## src/hdl/express_cfg_pkg.sv

```systemverilog
// shared constants and carrier types for the configuration register block
package express_cfg_pkg;

    // ==========================================================
    // configuration offsets (byte addresses, 12-bit config space)
    localparam logic [11:0] DEV_STATUS_OFF = 12'h09A;
    localparam logic [11:0] LINK_CAP_OFF = 12'h09C;
    localparam logic [11:0] LINK_CTL_OFF = 12'h0A0;

    // ==========================================================
    // device status field positions and reset value
    localparam int ST_PENDING_BIT = 5;
    localparam int ST_AUX_BIT = 4;
    localparam int ST_ERR_LSB = 0;
    localparam int ST_ERR_W = 4;
    localparam logic [15:0] DEV_STATUS_RESET = 16'h0000;

    // ==========================================================
    // link capabilities field values
    localparam logic [7:0] LCAP_PORT_NUM = 8'h00;
    localparam logic [5:0] LCAP_RSVD = 6'h00;
    localparam logic [2:0] LCAP_L0S_COMMON = 3'h3;
    localparam logic [2:0] LCAP_L0S_ASYNC = 3'h4;
    localparam logic [1:0] LCAP_ASPM_SUPPORT = 2'h3;
    localparam logic [5:0] LCAP_MAX_WIDTH = 6'h01;
    localparam logic [3:0] LCAP_MAX_SPEED = 4'h1;

    // ==========================================================
    // link control field positions, writable mask and reset value
    localparam int LCTL_EXT_SYNC_BIT = 7;
    localparam int LCTL_CCC_BIT = 6;
    localparam int LCTL_RCB_BIT = 3;
    localparam int LCTL_ASPM_LSB = 0;
    localparam logic [15:0] LCTL_RW_MASK = 16'h00CB;
    localparam logic [15:0] LCTL_RESET = 16'h0000;

    // ==========================================================
    // outstanding nonposted tracker
    localparam int NP_CNT_W = 5;
    localparam logic [4:0] NP_CNT_MAX = 5'h1F;
    localparam logic [4:0] NP_CNT_RESET = 5'h00;

    // ==========================================================
    // carriers
    typedef struct packed {
        logic wr_en;
        logic rd_en;
        logic [11:0] addr;
        logic [3:0] be;
        logic [31:0] wdata;
    } cfg_req_t;

    // order matches status bits 3..0
    typedef struct packed {
        logic unsupported_request;
        logic fatal_error;
        logic nonfatal_error;
        logic correctable_error;
    } err_evt_t;

endpackage

```

## src/hdl/sticky_flag_bank.sv

```systemverilog
// four sticky error-seen flags, set by events, cleared by write-one
`timescale 1ns/1ps
module sticky_flag_bank (
    input wire logic ref_clk,
    input wire logic rst,
    input wire express_cfg_pkg::err_evt_t set_evt,
    input wire logic [3:0] clear_mask,
    output logic [3:0] flags
);

    typedef struct packed {
        logic [3:0] flags;
    } bank_state_t;

    bank_state_t s_q;
    bank_state_t s_d;

    // ==========================================================
    // flag update
    always_comb begin
        s_d = s_q;
        for (int i = 0; i < 4; i++) begin
            // set beats a same-cycle clear so no event is lost
            s_d.flags[i] = (s_q.flags[i] & ~clear_mask[i]) | set_evt[i];
        end
    end

    always_ff @(posedge ref_clk or posedge rst) begin
        if (rst) begin
            s_q <= '0;
        end else begin
            s_q <= s_d;
        end
    end

    assign flags = s_q.flags;

endmodule // sticky_flag_bank

```

## src/hdl/np_tracker.sv

```systemverilog
// counts nonposted requests still waiting for their completion
`timescale 1ns/1ps
module np_tracker (
    input wire logic ref_clk,
    input wire logic rst,
    input wire logic np_issue,
    input wire logic np_complete,
    output logic outstanding_nonposted
);

    typedef struct packed {
        logic [express_cfg_pkg::NP_CNT_W-1:0] count;
    } np_state_t;

    np_state_t s_q;
    np_state_t s_d;

    // ==========================================================
    // counter
    always_comb begin
        s_d = s_q;
        // saturate rather than wrap; a wrap would falsely show idle
        if (np_issue && !np_complete && s_q.count != express_cfg_pkg::NP_CNT_MAX) begin
            s_d.count = s_q.count + 5'h01;
        end else if (!np_issue && np_complete && s_q.count != 5'h00) begin
            s_d.count = s_q.count - 5'h01;
        end
    end

    always_ff @(posedge ref_clk or posedge rst) begin
        if (rst) begin
            s_q.count <= express_cfg_pkg::NP_CNT_RESET;
        end else begin
            s_q <= s_d;
        end
    end

    assign outstanding_nonposted = (s_q.count != 5'h00);

endmodule // np_tracker

```

## src/hdl/express_dev_status_link_caps.sv

```systemverilog
// device status, link capabilities and link control configuration registers
//
// Functional notes
// device status bits 15:6 read zero
// bit 5 high while nonposted requests outstanding
// bit 4 shows auxiliary power present
// bit 3 set on unsupported request
// bit 2 set on fatal error
// bit 1 set on nonfatal error
// bit 0 set on correctable error
// error flags sticky, cleared by writing one
// link capabilities at 9Ch, read-only
// port number field reads 00h
// link capabilities bits 23:18 read zero
// exit times selected by common clock bit
// common clock: l1 from diag bits 20:18
// async clock: l1 from diag bits 17:15
// common clock: l0s exit reads 011b
// async clock: l0s exit reads 100b
// aspm support field reads 11b
// max link width reads 000001b
// max link speed reads 1h
// link control at A0h, resets zero
`timescale 1ns/1ps
module express_dev_status_link_caps (
    input wire logic ref_clk,
    input wire logic rst,
    input wire express_cfg_pkg::cfg_req_t cfg_req,
    output logic [31:0] cfg_rdata,
    output logic cfg_rd_valid,
    input wire logic np_issue,
    input wire logic np_complete,
    input wire logic aux_power_pin,
    input wire express_cfg_pkg::err_evt_t err_evt,
    input wire logic [2:0] diag_l1_exit_value_a,
    input wire logic [2:0] diag_l1_exit_value_b,
    output logic [15:0] link_control,
    output logic common_clock_cfg,
    output logic extended_sync,
    output logic read_completion_boundary,
    output logic [1:0] aspm_control,
    output logic [15:0] device_status
);

    // ==========================================================
    // state
    typedef struct packed {
        logic aux_meta;
        logic aux_power_present;
        logic [15:0] link_ctl;
        logic [31:0] rdata;
        logic rd_valid;
    } top_state_t;

    top_state_t s_q;
    top_state_t s_d;

    logic outstanding_nonposted;
    logic [3:0] err_flags;
    logic [3:0] err_clear;
    logic status_wr_hit;
    logic ctl_wr_hit;
    logic [15:0] status_word;
    logic [31:0] link_cap_word;

    // ==========================================================
    // decode helpers
    // a register hits when the access falls in its aligned dword
    function automatic logic dw_hit(
        input logic [11:0] addr,
        input logic [11:0] off
    );
        dw_hit = (addr[11:2] == off[11:2]);
    endfunction

    // position of a 16-bit register inside its dword
    function automatic logic upper_half(
        input logic [11:0] off
    );
        upper_half = off[1];
    endfunction

    // merge writable bits of a half-word under two byte enables
    function automatic logic [15:0] half_merge(
        input logic [15:0] old_val,
        input logic [15:0] new_val,
        input logic [1:0] be,
        input logic [15:0] rw_mask
    );
        logic [15:0] lane_mask;
        lane_mask = {{8{be[1]}}, {8{be[0]}}} & rw_mask;
        half_merge = (old_val & ~lane_mask) | (new_val & lane_mask);
    endfunction

    // select the half-word of write data or byte enables for a register
    function automatic logic [15:0] half_data(
        input logic [31:0] data,
        input logic [11:0] off
    );
        half_data = upper_half(off) ? data[31:16] : data[15:0];
    endfunction

    function automatic logic [1:0] half_be(
        input logic [3:0] be,
        input logic [11:0] off
    );
        half_be = upper_half(off) ? be[3:2] : be[1:0];
    endfunction

    // place a half-word at its lane within the dword
    function automatic logic [31:0] half_place(
        input logic [15:0] val,
        input logic [11:0] off
    );
        half_place = upper_half(off) ? {val, 16'h0000} : {16'h0000, val};
    endfunction

    // ==========================================================
    // link capabilities assembly
    function automatic logic [31:0] build_link_cap(
        input logic ccc,
        input logic [2:0] l1_common,
        input logic [2:0] l1_async
    );
        logic [2:0] l1_exit_time;
        logic [2:0] l0s_exit_time;
        l1_exit_time = ccc ? l1_common : l1_async;
        l0s_exit_time = ccc ? express_cfg_pkg::LCAP_L0S_COMMON
                            : express_cfg_pkg::LCAP_L0S_ASYNC;
        build_link_cap = {
            express_cfg_pkg::LCAP_PORT_NUM,
            express_cfg_pkg::LCAP_RSVD,
            l1_exit_time,
            l0s_exit_time,
            express_cfg_pkg::LCAP_ASPM_SUPPORT,
            express_cfg_pkg::LCAP_MAX_WIDTH,
            express_cfg_pkg::LCAP_MAX_SPEED
        };
    endfunction

    // ==========================================================
    // device status assembly
    function automatic logic [15:0] build_status(
        input logic pending,
        input logic aux,
        input logic [3:0] errs
    );
        logic [15:0] w;
        w = express_cfg_pkg::DEV_STATUS_RESET;
        w[express_cfg_pkg::ST_PENDING_BIT] = pending;
        w[express_cfg_pkg::ST_AUX_BIT] = aux;
        w[express_cfg_pkg::ST_ERR_LSB +: express_cfg_pkg::ST_ERR_W] = errs;
        build_status = w;
    endfunction

    // ==========================================================
    // sub-blocks
    np_tracker u_np_tracker (
        .ref_clk(ref_clk),
        .rst(rst),
        .np_issue(np_issue),
        .np_complete(np_complete),
        .outstanding_nonposted(outstanding_nonposted)
    );

    // each event line maps onto its own status bit
    sticky_flag_bank u_sticky_flag_bank (
        .ref_clk(ref_clk),
        .rst(rst),
        .set_evt(err_evt),
        .clear_mask(err_clear),
        .flags(err_flags)
    );

    // ==========================================================
    // write decode
    assign status_wr_hit = cfg_req.wr_en && dw_hit(cfg_req.addr, express_cfg_pkg::DEV_STATUS_OFF);
    assign ctl_wr_hit = cfg_req.wr_en && dw_hit(cfg_req.addr, express_cfg_pkg::LINK_CTL_OFF);

    // write one clears; a zero or a disabled lane leaves the flag alone
    always_comb begin
        logic [15:0] st_wdata;
        logic [1:0] st_be;
        st_wdata = half_data(cfg_req.wdata, express_cfg_pkg::DEV_STATUS_OFF);
        st_be = half_be(cfg_req.be, express_cfg_pkg::DEV_STATUS_OFF);
        err_clear = '0;
        if (status_wr_hit && st_be[0]) begin
            err_clear = st_wdata[express_cfg_pkg::ST_ERR_LSB +: express_cfg_pkg::ST_ERR_W];
        end
    end

    // ==========================================================
    // read-side words
    assign status_word = build_status(outstanding_nonposted, s_q.aux_power_present, err_flags);

    assign link_cap_word = build_link_cap(
        s_q.link_ctl[express_cfg_pkg::LCTL_CCC_BIT],
        diag_l1_exit_value_a,
        diag_l1_exit_value_b
    );

    // ==========================================================
    // next state
    always_comb begin
        s_d = s_q;

        // aux power arrives from a pin; two stages before use
        s_d.aux_meta = aux_power_pin;
        s_d.aux_power_present = s_q.aux_meta;

        // link control: only documented writable bits take the write
        if (ctl_wr_hit) begin
            s_d.link_ctl = half_merge(
                s_q.link_ctl,
                half_data(cfg_req.wdata, express_cfg_pkg::LINK_CTL_OFF),
                half_be(cfg_req.be, express_cfg_pkg::LINK_CTL_OFF),
                express_cfg_pkg::LCTL_RW_MASK
            );
        end

        // link capabilities takes no write at all
        // read data: registered, one cycle after the request
        s_d.rd_valid = cfg_req.rd_en;
        if (cfg_req.rd_en) begin
            if (dw_hit(cfg_req.addr, express_cfg_pkg::DEV_STATUS_OFF)) begin
                s_d.rdata = half_place(status_word, express_cfg_pkg::DEV_STATUS_OFF);
            end else if (dw_hit(cfg_req.addr, express_cfg_pkg::LINK_CAP_OFF)) begin
                s_d.rdata = link_cap_word;
            end else if (dw_hit(cfg_req.addr, express_cfg_pkg::LINK_CTL_OFF)) begin
                s_d.rdata = half_place(s_q.link_ctl, express_cfg_pkg::LINK_CTL_OFF);
            end else begin
                // other space belongs elsewhere; answer zero
                s_d.rdata = 32'h00000000;
            end
        end
    end

    // ==========================================================
    // registers
    always_ff @(posedge ref_clk or posedge rst) begin
        if (rst) begin
            s_q.aux_meta <= 1'b0;
            s_q.aux_power_present <= 1'b0;
            s_q.link_ctl <= express_cfg_pkg::LCTL_RESET;
            s_q.rdata <= 32'h00000000;
            s_q.rd_valid <= 1'b0;
        end else begin
            s_q <= s_d;
        end
    end

    // ==========================================================
    // outputs
    assign cfg_rdata = s_q.rdata;
    assign cfg_rd_valid = s_q.rd_valid;
    assign link_control = s_q.link_ctl;
    assign common_clock_cfg = s_q.link_ctl[express_cfg_pkg::LCTL_CCC_BIT];
    assign extended_sync = s_q.link_ctl[express_cfg_pkg::LCTL_EXT_SYNC_BIT];
    assign read_completion_boundary = s_q.link_ctl[express_cfg_pkg::LCTL_RCB_BIT];
    assign aspm_control = s_q.link_ctl[express_cfg_pkg::LCTL_ASPM_LSB +: 2];
    assign device_status = status_word;

endmodule // express_dev_status_link_caps

```

## config.mk

```make
export PLATFORM = sky130hd
export DESIGN_NAME = express_dev_status_link_caps
export DESIGN_NICKNAME = d
export VERILOG_FILES = /design/src/hdl/express_cfg_pkg.sv /design/src/hdl/sticky_flag_bank.sv /design/src/hdl/np_tracker.sv /design/src/hdl/express_dev_status_link_caps.sv
export SDC_FILE = /design/constraint.sdc
export NUM_CORES = 1
export LEC_CHECK = 0
export BUFFER_PORTS_ARGS = -buffer_cell sky130_fd_sc_hd__buf_2
export CAP_MARGIN = 15
export CORE_ASPECT_RATIO = 0.75
export CORE_MARGIN = 2
export CORE_UTILIZATION = 30
export CTS_BUF_LIST = sky130_fd_sc_hd__clkbuf_8
export CTS_CLUSTER_DIAMETER = 150
export DETAILED_ROUTE_END_ITERATION = 16
export PLACE_DENSITY_LB_ADDON = 0.08
export SLEW_MARGIN = 20
export SYNTH_ARGS = -nofsm -noshare
export SYNTH_HDL_FRONTEND = slang
export SYNTH_SLANG_ARGS = --single-unit
```

## constraint.sdc

```tcl
create_clock -name ref_clk -period 2.18 [get_ports ref_clk]
set_clock_uncertainty 0.15 [all_clocks]
set_input_delay 0.109 -clock ref_clk [delete_from_list [all_inputs] [get_ports ref_clk]]
set_output_delay 0.109 -clock ref_clk [all_outputs]
set_load 0.02 [all_outputs]
```

# Word-level counts from Yosys, hierarchy flattened
# Index checks and enable logic that the tools add are counted.
# word_totals
reg_bits	60
elab_cells	48
out_inout_bits	70
# classes
add_sub_neg	2
bitwise_logic	16
muxes	8
n_reduce_logical	11
n_eq_ne	4
# ops
operator	n
$eq 10x6->1 const B	3
$mux 22	1
$mux 18	1
$and 16x16->16	1
$and 16x8->16	1
$mux 16	1
$not 8->16	1
$or 16x16->16	1
$mux 5	2
$logic_and 1x1->1	7
$mux 3	2
$add 5x1->5 const B	1
$ne 5x5->1 const B	1
$reduce_bool 5->1	1
$sub 5x1->5 const B	1
$and 1x1->1	4
$mux 4	1
$not 1->1	4
$or 1x1->1	4
$logic_not 1->1	2
$reduce_bool 2->1	1

# Longest topological paths before layout
# Gate-level depths: netlist (run 1).
# logic_depth
word_depth	7
depth_mapped	7
ltp_nobuf	7

# Cells and area by module
# Synthesis (run 1) repeated with hierarchy kept, for this count alone.
# unflattened
cells_unflattened	180
hier_area_um2	1923.1
# modules_own_cells
mod	area_each_um2	cells_per_inst	seq_area_each_um2	instances
express_dev_status_link_caps	1377.6	128	575.6	1
np_tracker	396.6	39	125.1	1
sticky_flag_bank	148.9	13	100.1	1

# Least setup slack after synthesis (run 1)
# No wires, ideal clock.
# synth_path
kind	reg2reg
start	register u_np_tracker.s_q[0] (netlist name)
end	register u_np_tracker.s_q[4] (netlist name)
setup_ns	0.079
setup_slack_ns	-0.017
required_ns	1.951
synth_period_minus_slack_ns	2.197
t_arrival_ns	1.968
stages_incl_launch_ff	8
path_cell_list	dfrtp_1 > inv_1 > o21ai_0 > ha_1 > a21o_1 > a21oi_1 > mux2i_1 > xor2_1
# synth_between
elab_chain_cells	3
word_cells_on_any_way	9
classes_between	add/sub (2); eq/ne (1); mux (2); reduce/logical (4)
# synth_rtl
element	line_no	source
start, declared	np_tracker.sv:15	np_state_t s_q;
$sub 5x1->5 (tied with other cells)	np_tracker.sv:26	s_d.count = s_q.count - 5'h01;
$mux 5 (tied with other cells)	np_tracker.sv:25	end else if (!np_issue && np_complete && s_q.count != 5'h00) begin
$mux 5 or $reduce_bool 2->1 (tied branches)	n/a	
# Several ways; a longest one is shown, not always the timed one. The select of a mux whose other input is x is not followed.
# A chain may end at the register's enable or synchronous reset.

# Final worst setup path (run 1)
# layout_path
start	register u_np_tracker.s_q[3] (netlist name)
end	register u_np_tracker.s_q[4] (netlist name)
# Same word-level chain as after synthesis.

==> results.md, run 1 <==
- CTS Buf Count: 5
- MaxCap Viol Count: 0
- Cells after synthesis: ~180
- Largest net degree at the start of global routing: 33
- PD cells: around 700 nW/um^2
- Setup crit start: u_np_tracker.s_q[3]
- Hold depth: 3
- Final Core Density: between 40% and 50%
- Outcome: finished, violations left
- Die X-Extent: 93.8 um
- Routability cong.: 0.707
- Clock Latency Late Sink: between 0.2 and 0.3 ns
- Worst Path Max Fanout: 5
- RSZ-0062 raised after global routing: no
- Psw: ~0.52 mW
- Violated checks: negative hold slack
- I/O Pins: around 140
- Final Critical Period: between 2 and 2.5 ns
- R2r setup slk: approximately 0.067 ns
- Min Hold Slack: -0.00444 ns
- Detailed Route WL: 4.00 mm
- Final setup viols: 0
- Switching Share: 30.3%
- Worst Hold Class: primary input to flip-flop
- DR vias/cell: slightly above 4
- GRT Overall Usage: 12.1%
- Diode count: 0
- Worst r2r src: u_np_tracker.s_q[3]
- Chip Height: 71.3 um
- Startpoint Class: flip-flop
- WL/cell: 11.4 um
- Synth unique cells: 32
- Leakage: about 1.2 nW
- Detail Placement HPWL: between 2 and 3 mm
- Clock slew at reported path FFs: ~0.07 ns
- CTS tree: done
- Final-report max-slew violation count: 0
- Tcrit/Tclk final: 96.9%
- Htree depth: 2
- Number of DRC markers in iteration 0: between 40 and 50
- Fin Setup TNS: 0 ns
- Post-Place Setup Slack: approximately 0.021 ns
- Die area: approximately 6700 um^2
- Worst Path Required: about 2.2 ns
- First-pass GRT wire length: 6.26 mm
- NumNets Final: 340
- Worst setup EP type: flip-flop
- FF-to-FF End: u_np_tracker.s_q[4]
- Final WS setup: 0.0668 ns
- Critical path type: flip-flop to flip-flop
- Clk root buf: clkbuf_8
- Drt drc: 0
- Combinational fraction of design power: between 30% and 40%
- Part of the power in registers: ~40%
- Internal power: ~1.2 mW
- Final Hold Fails: 2
- Post-CTS Repair Setup Buffers: 0
- Post-synthesis sequential area ratio: 44.2%
- Hold Path Sink: cfg_rdata[17]
- Layout fillers: about 560
- Share of cells above drive strength 1: between 30% and 40%
- Grt total ovfl: 0
- Mapped Avg Cell Area: roughly 10 um^2
- Starting Density: a little under a third
- Max Fclk: approximately 470 MHz
- TritonRoute pass-1 iters: 4
- Layout Area Growth over Synthesis: 33.6%
- Ys Warns: 0
- Reg2Reg Depth: 7
- Vias: between 1000 and 1500
- Yosys reg bits: 32
- Peak supply drop: between 0.2 and 0.3 mV
- Routed Antenna Nets: 0
- Core Area: about 5800 um^2
- Clock share of power: between 20% and 30%
- HP Start: diag_l1_exit_value_a[2]
- Clock tree buffer depth: 2
- WP data arrival: 2.17 ns
- Clock sinks: 32
- Vias in the first global route: 1351
- Rows: 24
- Initial antenna violation count: 0
- Port-buffer cells: ~70
- Synthesized area: 1810 um^2
==> stage by stage <==
stage	std cells	power [mW]	cell area (um^2)	hold slack, ns
2_1_floorplan	211	1.07	1940	-0.00957
3_3_place_gp	324	1.22	2140	0.0672
3_5_place_dp	324	1.22	2140	0.0699
4_1_cts	350	1.72	2410	0.00125
5_1_grt	350	1.83	2420	0.0206
6_report	350	1.70	2420	-0.00444
==> power by group through the flow <==
stage / clock network (mW) / logic, mW / registers (mW)
after global placement: 0 / 0.524 / 0.695
final: 0.462 / 0.556 / 0.684
after detailed placement: 0 / 0.526 / 0.693
after CTS: 0.483 / 0.554 / 0.683
after floorplan: 0 / 0.362 / 0.707
after global routing: 0.514 / 0.627 / 0.688
==> cell usage in the layout (no fill, tap or decap), types with 3 or more instances in the layout <==
cell / count
o22ai_1: 7
inv_1: 15
clkbuf_8: 6
dfrtp_1: 32
nor2b_1: 5
buf_2: 72
dlygate4sd3_1: 18
mux2_2: 8
mux2i_1: 4
nand2_1: 6
nand3_1: 4
nand4_1: 6
buf_4: 11
a21o_1: 6
ha_1: 3
conb_1: 35
o21ai_0: 9
==> area by class of cell <==
| cell class | count | area [um^2] | area share (%) |
|---|---|---|---|
| inverter | 15 | 56.3 | 2.32 |
| clock buffer | 6 | 82.6 | 3.41 |
| sequential | 32 | 801 | 33.1 |
| timing repair buffer | 101 | 623 | 25.7 |
| clock inverter | 2 | 10.0 | 0.413 |
| multi-input combinational | 116 | 752 | 31.0 |
| tap | 78 | 97.6 | 4.03 |
==> worst max path at each step <==
stage,endpoint,depth (start not counted)
after global routing,u_np_tracker.s_q[4],7
after detailed placement,u_np_tracker.s_q[4],7
after floorplan,u_np_tracker.s_q[4],7
after global placement,u_np_tracker.s_q[4],7
after CTS,u_np_tracker.s_q[4],7
final,u_np_tracker.s_q[4],7
==> per-layer routing <==
layer / vias up / GRT usage [%] / routed length, um
met5: - / 0 / 0
met4: 0 / 2.90 / 27
met3: 4 / 4.21 / 333
met2: 60 / 19.3 / 1760
met1: 638 / 16.1 / 1880
li1: 709 / - / -
==> cell usage after synthesis <==
library cell	count	area share [%]
buf_4	44	18
dfrtp_1	32	44
inv_1	15	3.1
o21ai_0	10	2.8
mux2_2	8	5.0
nand2_1	7	1.4
o22ai_1	7	2.4
a21o_1	6	2.5
nand4_1	6	2.1
nor2b_1	5	1.7
mux2i_1	4	2.2
nand3_1	4	1.1
ha_1	3	2.1
a21oi_1	2	0.55
a31oi_1	2	0.69
buf_1	2	0.41
clkbuf_1	2	0.41
nand2b_1	2	0.69
xnor2_1	2	0.97
xor2_1	2	0.97
a31o_2	1	0.48
and3b_1	1	0.48
conb_1	1	0.21
fa_1	1	1.1
nor2_1	1	0.21
nor2_4	1	0.62
nor4b_2	1	0.83
or2_2	1	0.35
or3b_2	1	0.48
or4_1	1	0.41
or4_4	1	0.62
or4b_4	1	0.76
==> critical path: stages, from the launching register on <==
cell and delay [ns]:
dfrtp_1 0.41, nand4_1 0.16, o21ai_4 0.09, fa_1 0.41, a21o_1 0.20, a21oi_1 0.19, mux2i_1 0.27, xor2_1 0.17
==> cells by family after synthesis <==
family          Yosys count  share of synthesized area (%)
buf+inv                  63                           22.2
simple gates             33                           11.8
flops                    32                           44.2
compound gates           28                           9.39
mux                      12                           7.18
fa+ha+maj                 4                           3.17
xor+xnor                  4                           1.93
other cells               1                          0.207
==> timing repair <==
action / CTS / global route
hold buffers: 18 / 0
hold endpoints to repair: 45 / 0
endpoints found under the setup margin: 1 / 3
gates resized for setup: 1 / 2
Note: power is estimated with default switching activity, not from simulation.
==> run 2: changes to the inputs <==
--- a/config.mk
+++ b/config.mk
@@ -13,6 +13,8 @@
 export CTS_BUF_LIST = sky130_fd_sc_hd__clkbuf_8
 export CTS_CLUSTER_DIAMETER = 150
 export DETAILED_ROUTE_END_ITERATION = 16
+export GPL_TIMING_DRIVEN = 0
+export HOLD_SLACK_MARGIN = 0.1
 export PLACE_DENSITY_LB_ADDON = 0.08
 export SLEW_MARGIN = 20
 export SYNTH_ARGS = -nofsm -noshare
==> results.md, run 2 (same netlist as run 1, synthesis figures left out) <==
- Outcome: finished clean
- RSZ-0062 raised after global routing: yes
- PD cells: between 600 and 700 nW/um^2
- Max Fclk: approximately 490 MHz
- Vias: 1531
- Worst-Margin Slew: between 0.6 and 0.7 ns
- Peak supply drop: 0.363 mV
- Clk root buf: clkbuf_8
- Share of cells above drive strength 1: 45.1%
- Final-report max-slew violation count: 0
- Hold depth: 4
- Worst r2r src: u_np_tracker.s_q[3]
- Clock tree buffer depth: 2
- Crit-path cells: nand4_1 > o21ai_4 > ha_1 > a21o_1 > a21oi_1 > mux2i_1 > xor2_1
- Most frequent cells in the layout: 72 x buf_2, 45 x buf_4, 35 x conb_1, 31 x dfrtp_1, 25 x dlygate4sd3_1
- Hold Path Sink: cfg_rdata[0]
- Critical path's slowest cell: dfrtp_1
- Dpl cells: between 300 and 400
- Core Area: 5830 um^2
- Fin Setup TNS: 0 ns
- Rows: 24
- Port-buffer cells: between 70 and 80
- Area occupied by registers: ~800 um^2
- Diode count: 0
- Detail Placement HPWL: 3.14 mm
- Relative slew slack: a little over half
- Vias in the first global route: between 1000 and 1500
- Clock slew at reported path FFs: 0.07 ns
- Clock sinks: 32
- Grt total ovfl: 0
- Starting Density: 31.1%
- Detailed Route WL: around 4.4 mm
- Largest net degree at the start of global routing: 33
- Worst path bufs/invs: 0
- Final setup viols: 0
- Tcrit/Tclk final: ~94%
- Reg2Reg Depth: 7
- WL/cell: about 11 um
- HP Start: cfg_req[38]
- GRT Overall Usage: approximately 12%
- CTS tree: done
- Fin cells: 395
- I/O Pins: 135
- First-pass GRT wire length: roughly 6.4 mm
- Leakage: around 1.5 nW
- DR vias/cell: 3.88
- Crit-path leading delay family: compound AO/OA/AOI/OAI gates
- Final Critical Period: slightly above 2 ns
- MaxCap Viol Count: 0
- WP data arrival: around 2.1 ns
- Number of DRC markers in iteration 0: 31
- Routability cong.: around 0.75
- Critical path type: flip-flop to flip-flop
- NumNets Final: just under 400
- Layout Area Growth over Synthesis: 53.6%
- Drt drc: 0
- Clock Latency Late Sink: approximately 0.28 ns
- R2r setup slk: 0.13 ns
- Worst Path Required: about 2.2 ns
- Startpoint Class: flip-flop
- Initial antenna violation count: 0
- Routed Antenna Nets: 0
- Worst Path Max Fanout: 5
- Die area: ~6700 um^2
- TritonRoute pass-1 iters: 4
- Final Hold Fails: 0
- Layout fillers: between 500 and 600
- Die X-Extent: approximately 94 um
- FF-to-FF End: u_np_tracker.s_q[4]
- Most common cell after layout, fill and taps aside: buf_2
- CTS Buf Count: 5
- Multi-input logic area: 758 um^2
- Worst setup EP type: flip-flop
- Max incr delay on CP: roughly 0.40 ns
- Worst Hold Class: primary input to flip-flop
- Chip Height: 71.3 um
- Htree depth: 2
run 2: tightest hold or removal path, delay by kind of cell:
| kind | cells | cell delay [ns] |
|---|---|---|
| AO/OA/AOI/OAI | 2 | 0.23 |
| buffers and inverters | 1 | 0.14 |
| AND/OR/NAND/NOR | 1 | 0.06 |
run 2: worst max-delay path by stage:
stage | cells past startpoint | start | slack (ns) | end
after global placement | 5 | cfg_req[42] | -0.24 | u_sticky_flag_bank.flags[3]
after detailed placement | 5 | cfg_req[42] | -0.29 | u_sticky_flag_bank.flags[3]
after CTS | 5 | cfg_req[42] | 0.01 | u_sticky_flag_bank.flags[3]
final | 7 | u_np_tracker.s_q[3] | 0.13 | u_np_tracker.s_q[4]
after global routing | 7 | u_np_tracker.s_q[2] | -0.01 | u_np_tracker.s_q[4]
after floorplan | 7 | u_np_tracker.s_q[1] | 0.15 | u_np_tracker.s_q[4]
run 2: per-stage QoR:
stage / hold slack [ns] / total power [mW] / utilization, % / cell area (um^2) / worst slack [ns]
after detailed placement: 0.0683 / 1.17 / 41.2 / 2400 / -0.294
after global routing: 0.150 / 1.87 / 47.8 / 2790 / -0.00976
after global placement: 0.0668 / 1.16 / 41.2 / 2400 / -0.244
after CTS: 0.101 / 1.76 / 47.4 / 2760 / 0.0103
final: 0.132 / 1.76 / 47.8 / 2790 / 0.127
after floorplan: -0.00957 / 1.07 / - / 1940 / 0.150
run 2: cell type report:
cell class / instances / area share [%]
well taps: 78 / 3.50
flip-flops and latches: 32 / 28.8
repair buffers: 98 / 22.2
clock inverters: 3 / 1.39
multi-input cells: 116 / 27.2
plain buffers: 48 / 12.4
inverters: 15 / 2.02
clock buffers: 5 / 2.47
run 2: layer usage:
metal | wire [um] | vias to the layer above | GRT usage, %
li1 | - | 797 | -
met1 | 2040 | 677 | 16.4
met2 | 1960 | 55 | 19.5
met3 | 358 | 2 | 4.94
met4 | 8 | 0 | 2.42
met5 | 0 | - | 0
run 2: where the power goes:
| group | internal [mW] | switching (mW) | leakage (nW) |
|---|---|---|---|
| sequential | 0.650 | 0.0622 | 0.407 |
| combinational | 0.262 | 0.234 | 0.994 |
| clock | 0.334 | 0.221 | 0.0593 |
| total | 1.25 | 0.517 | 1.46 |
run 2: timing repair:
| action | 4_1_cts | 5_1_grt |
|---|---|---|
| hold buffers | 25 | 0 |
| gates resized for setup | 1 | 3 |
| endpoints found under the setup margin | 2 | 2 |
| hold endpoints to repair | 47 | 0 |
| buffers inserted | 0 | 1 |
| pin swaps | 0 | 1 |
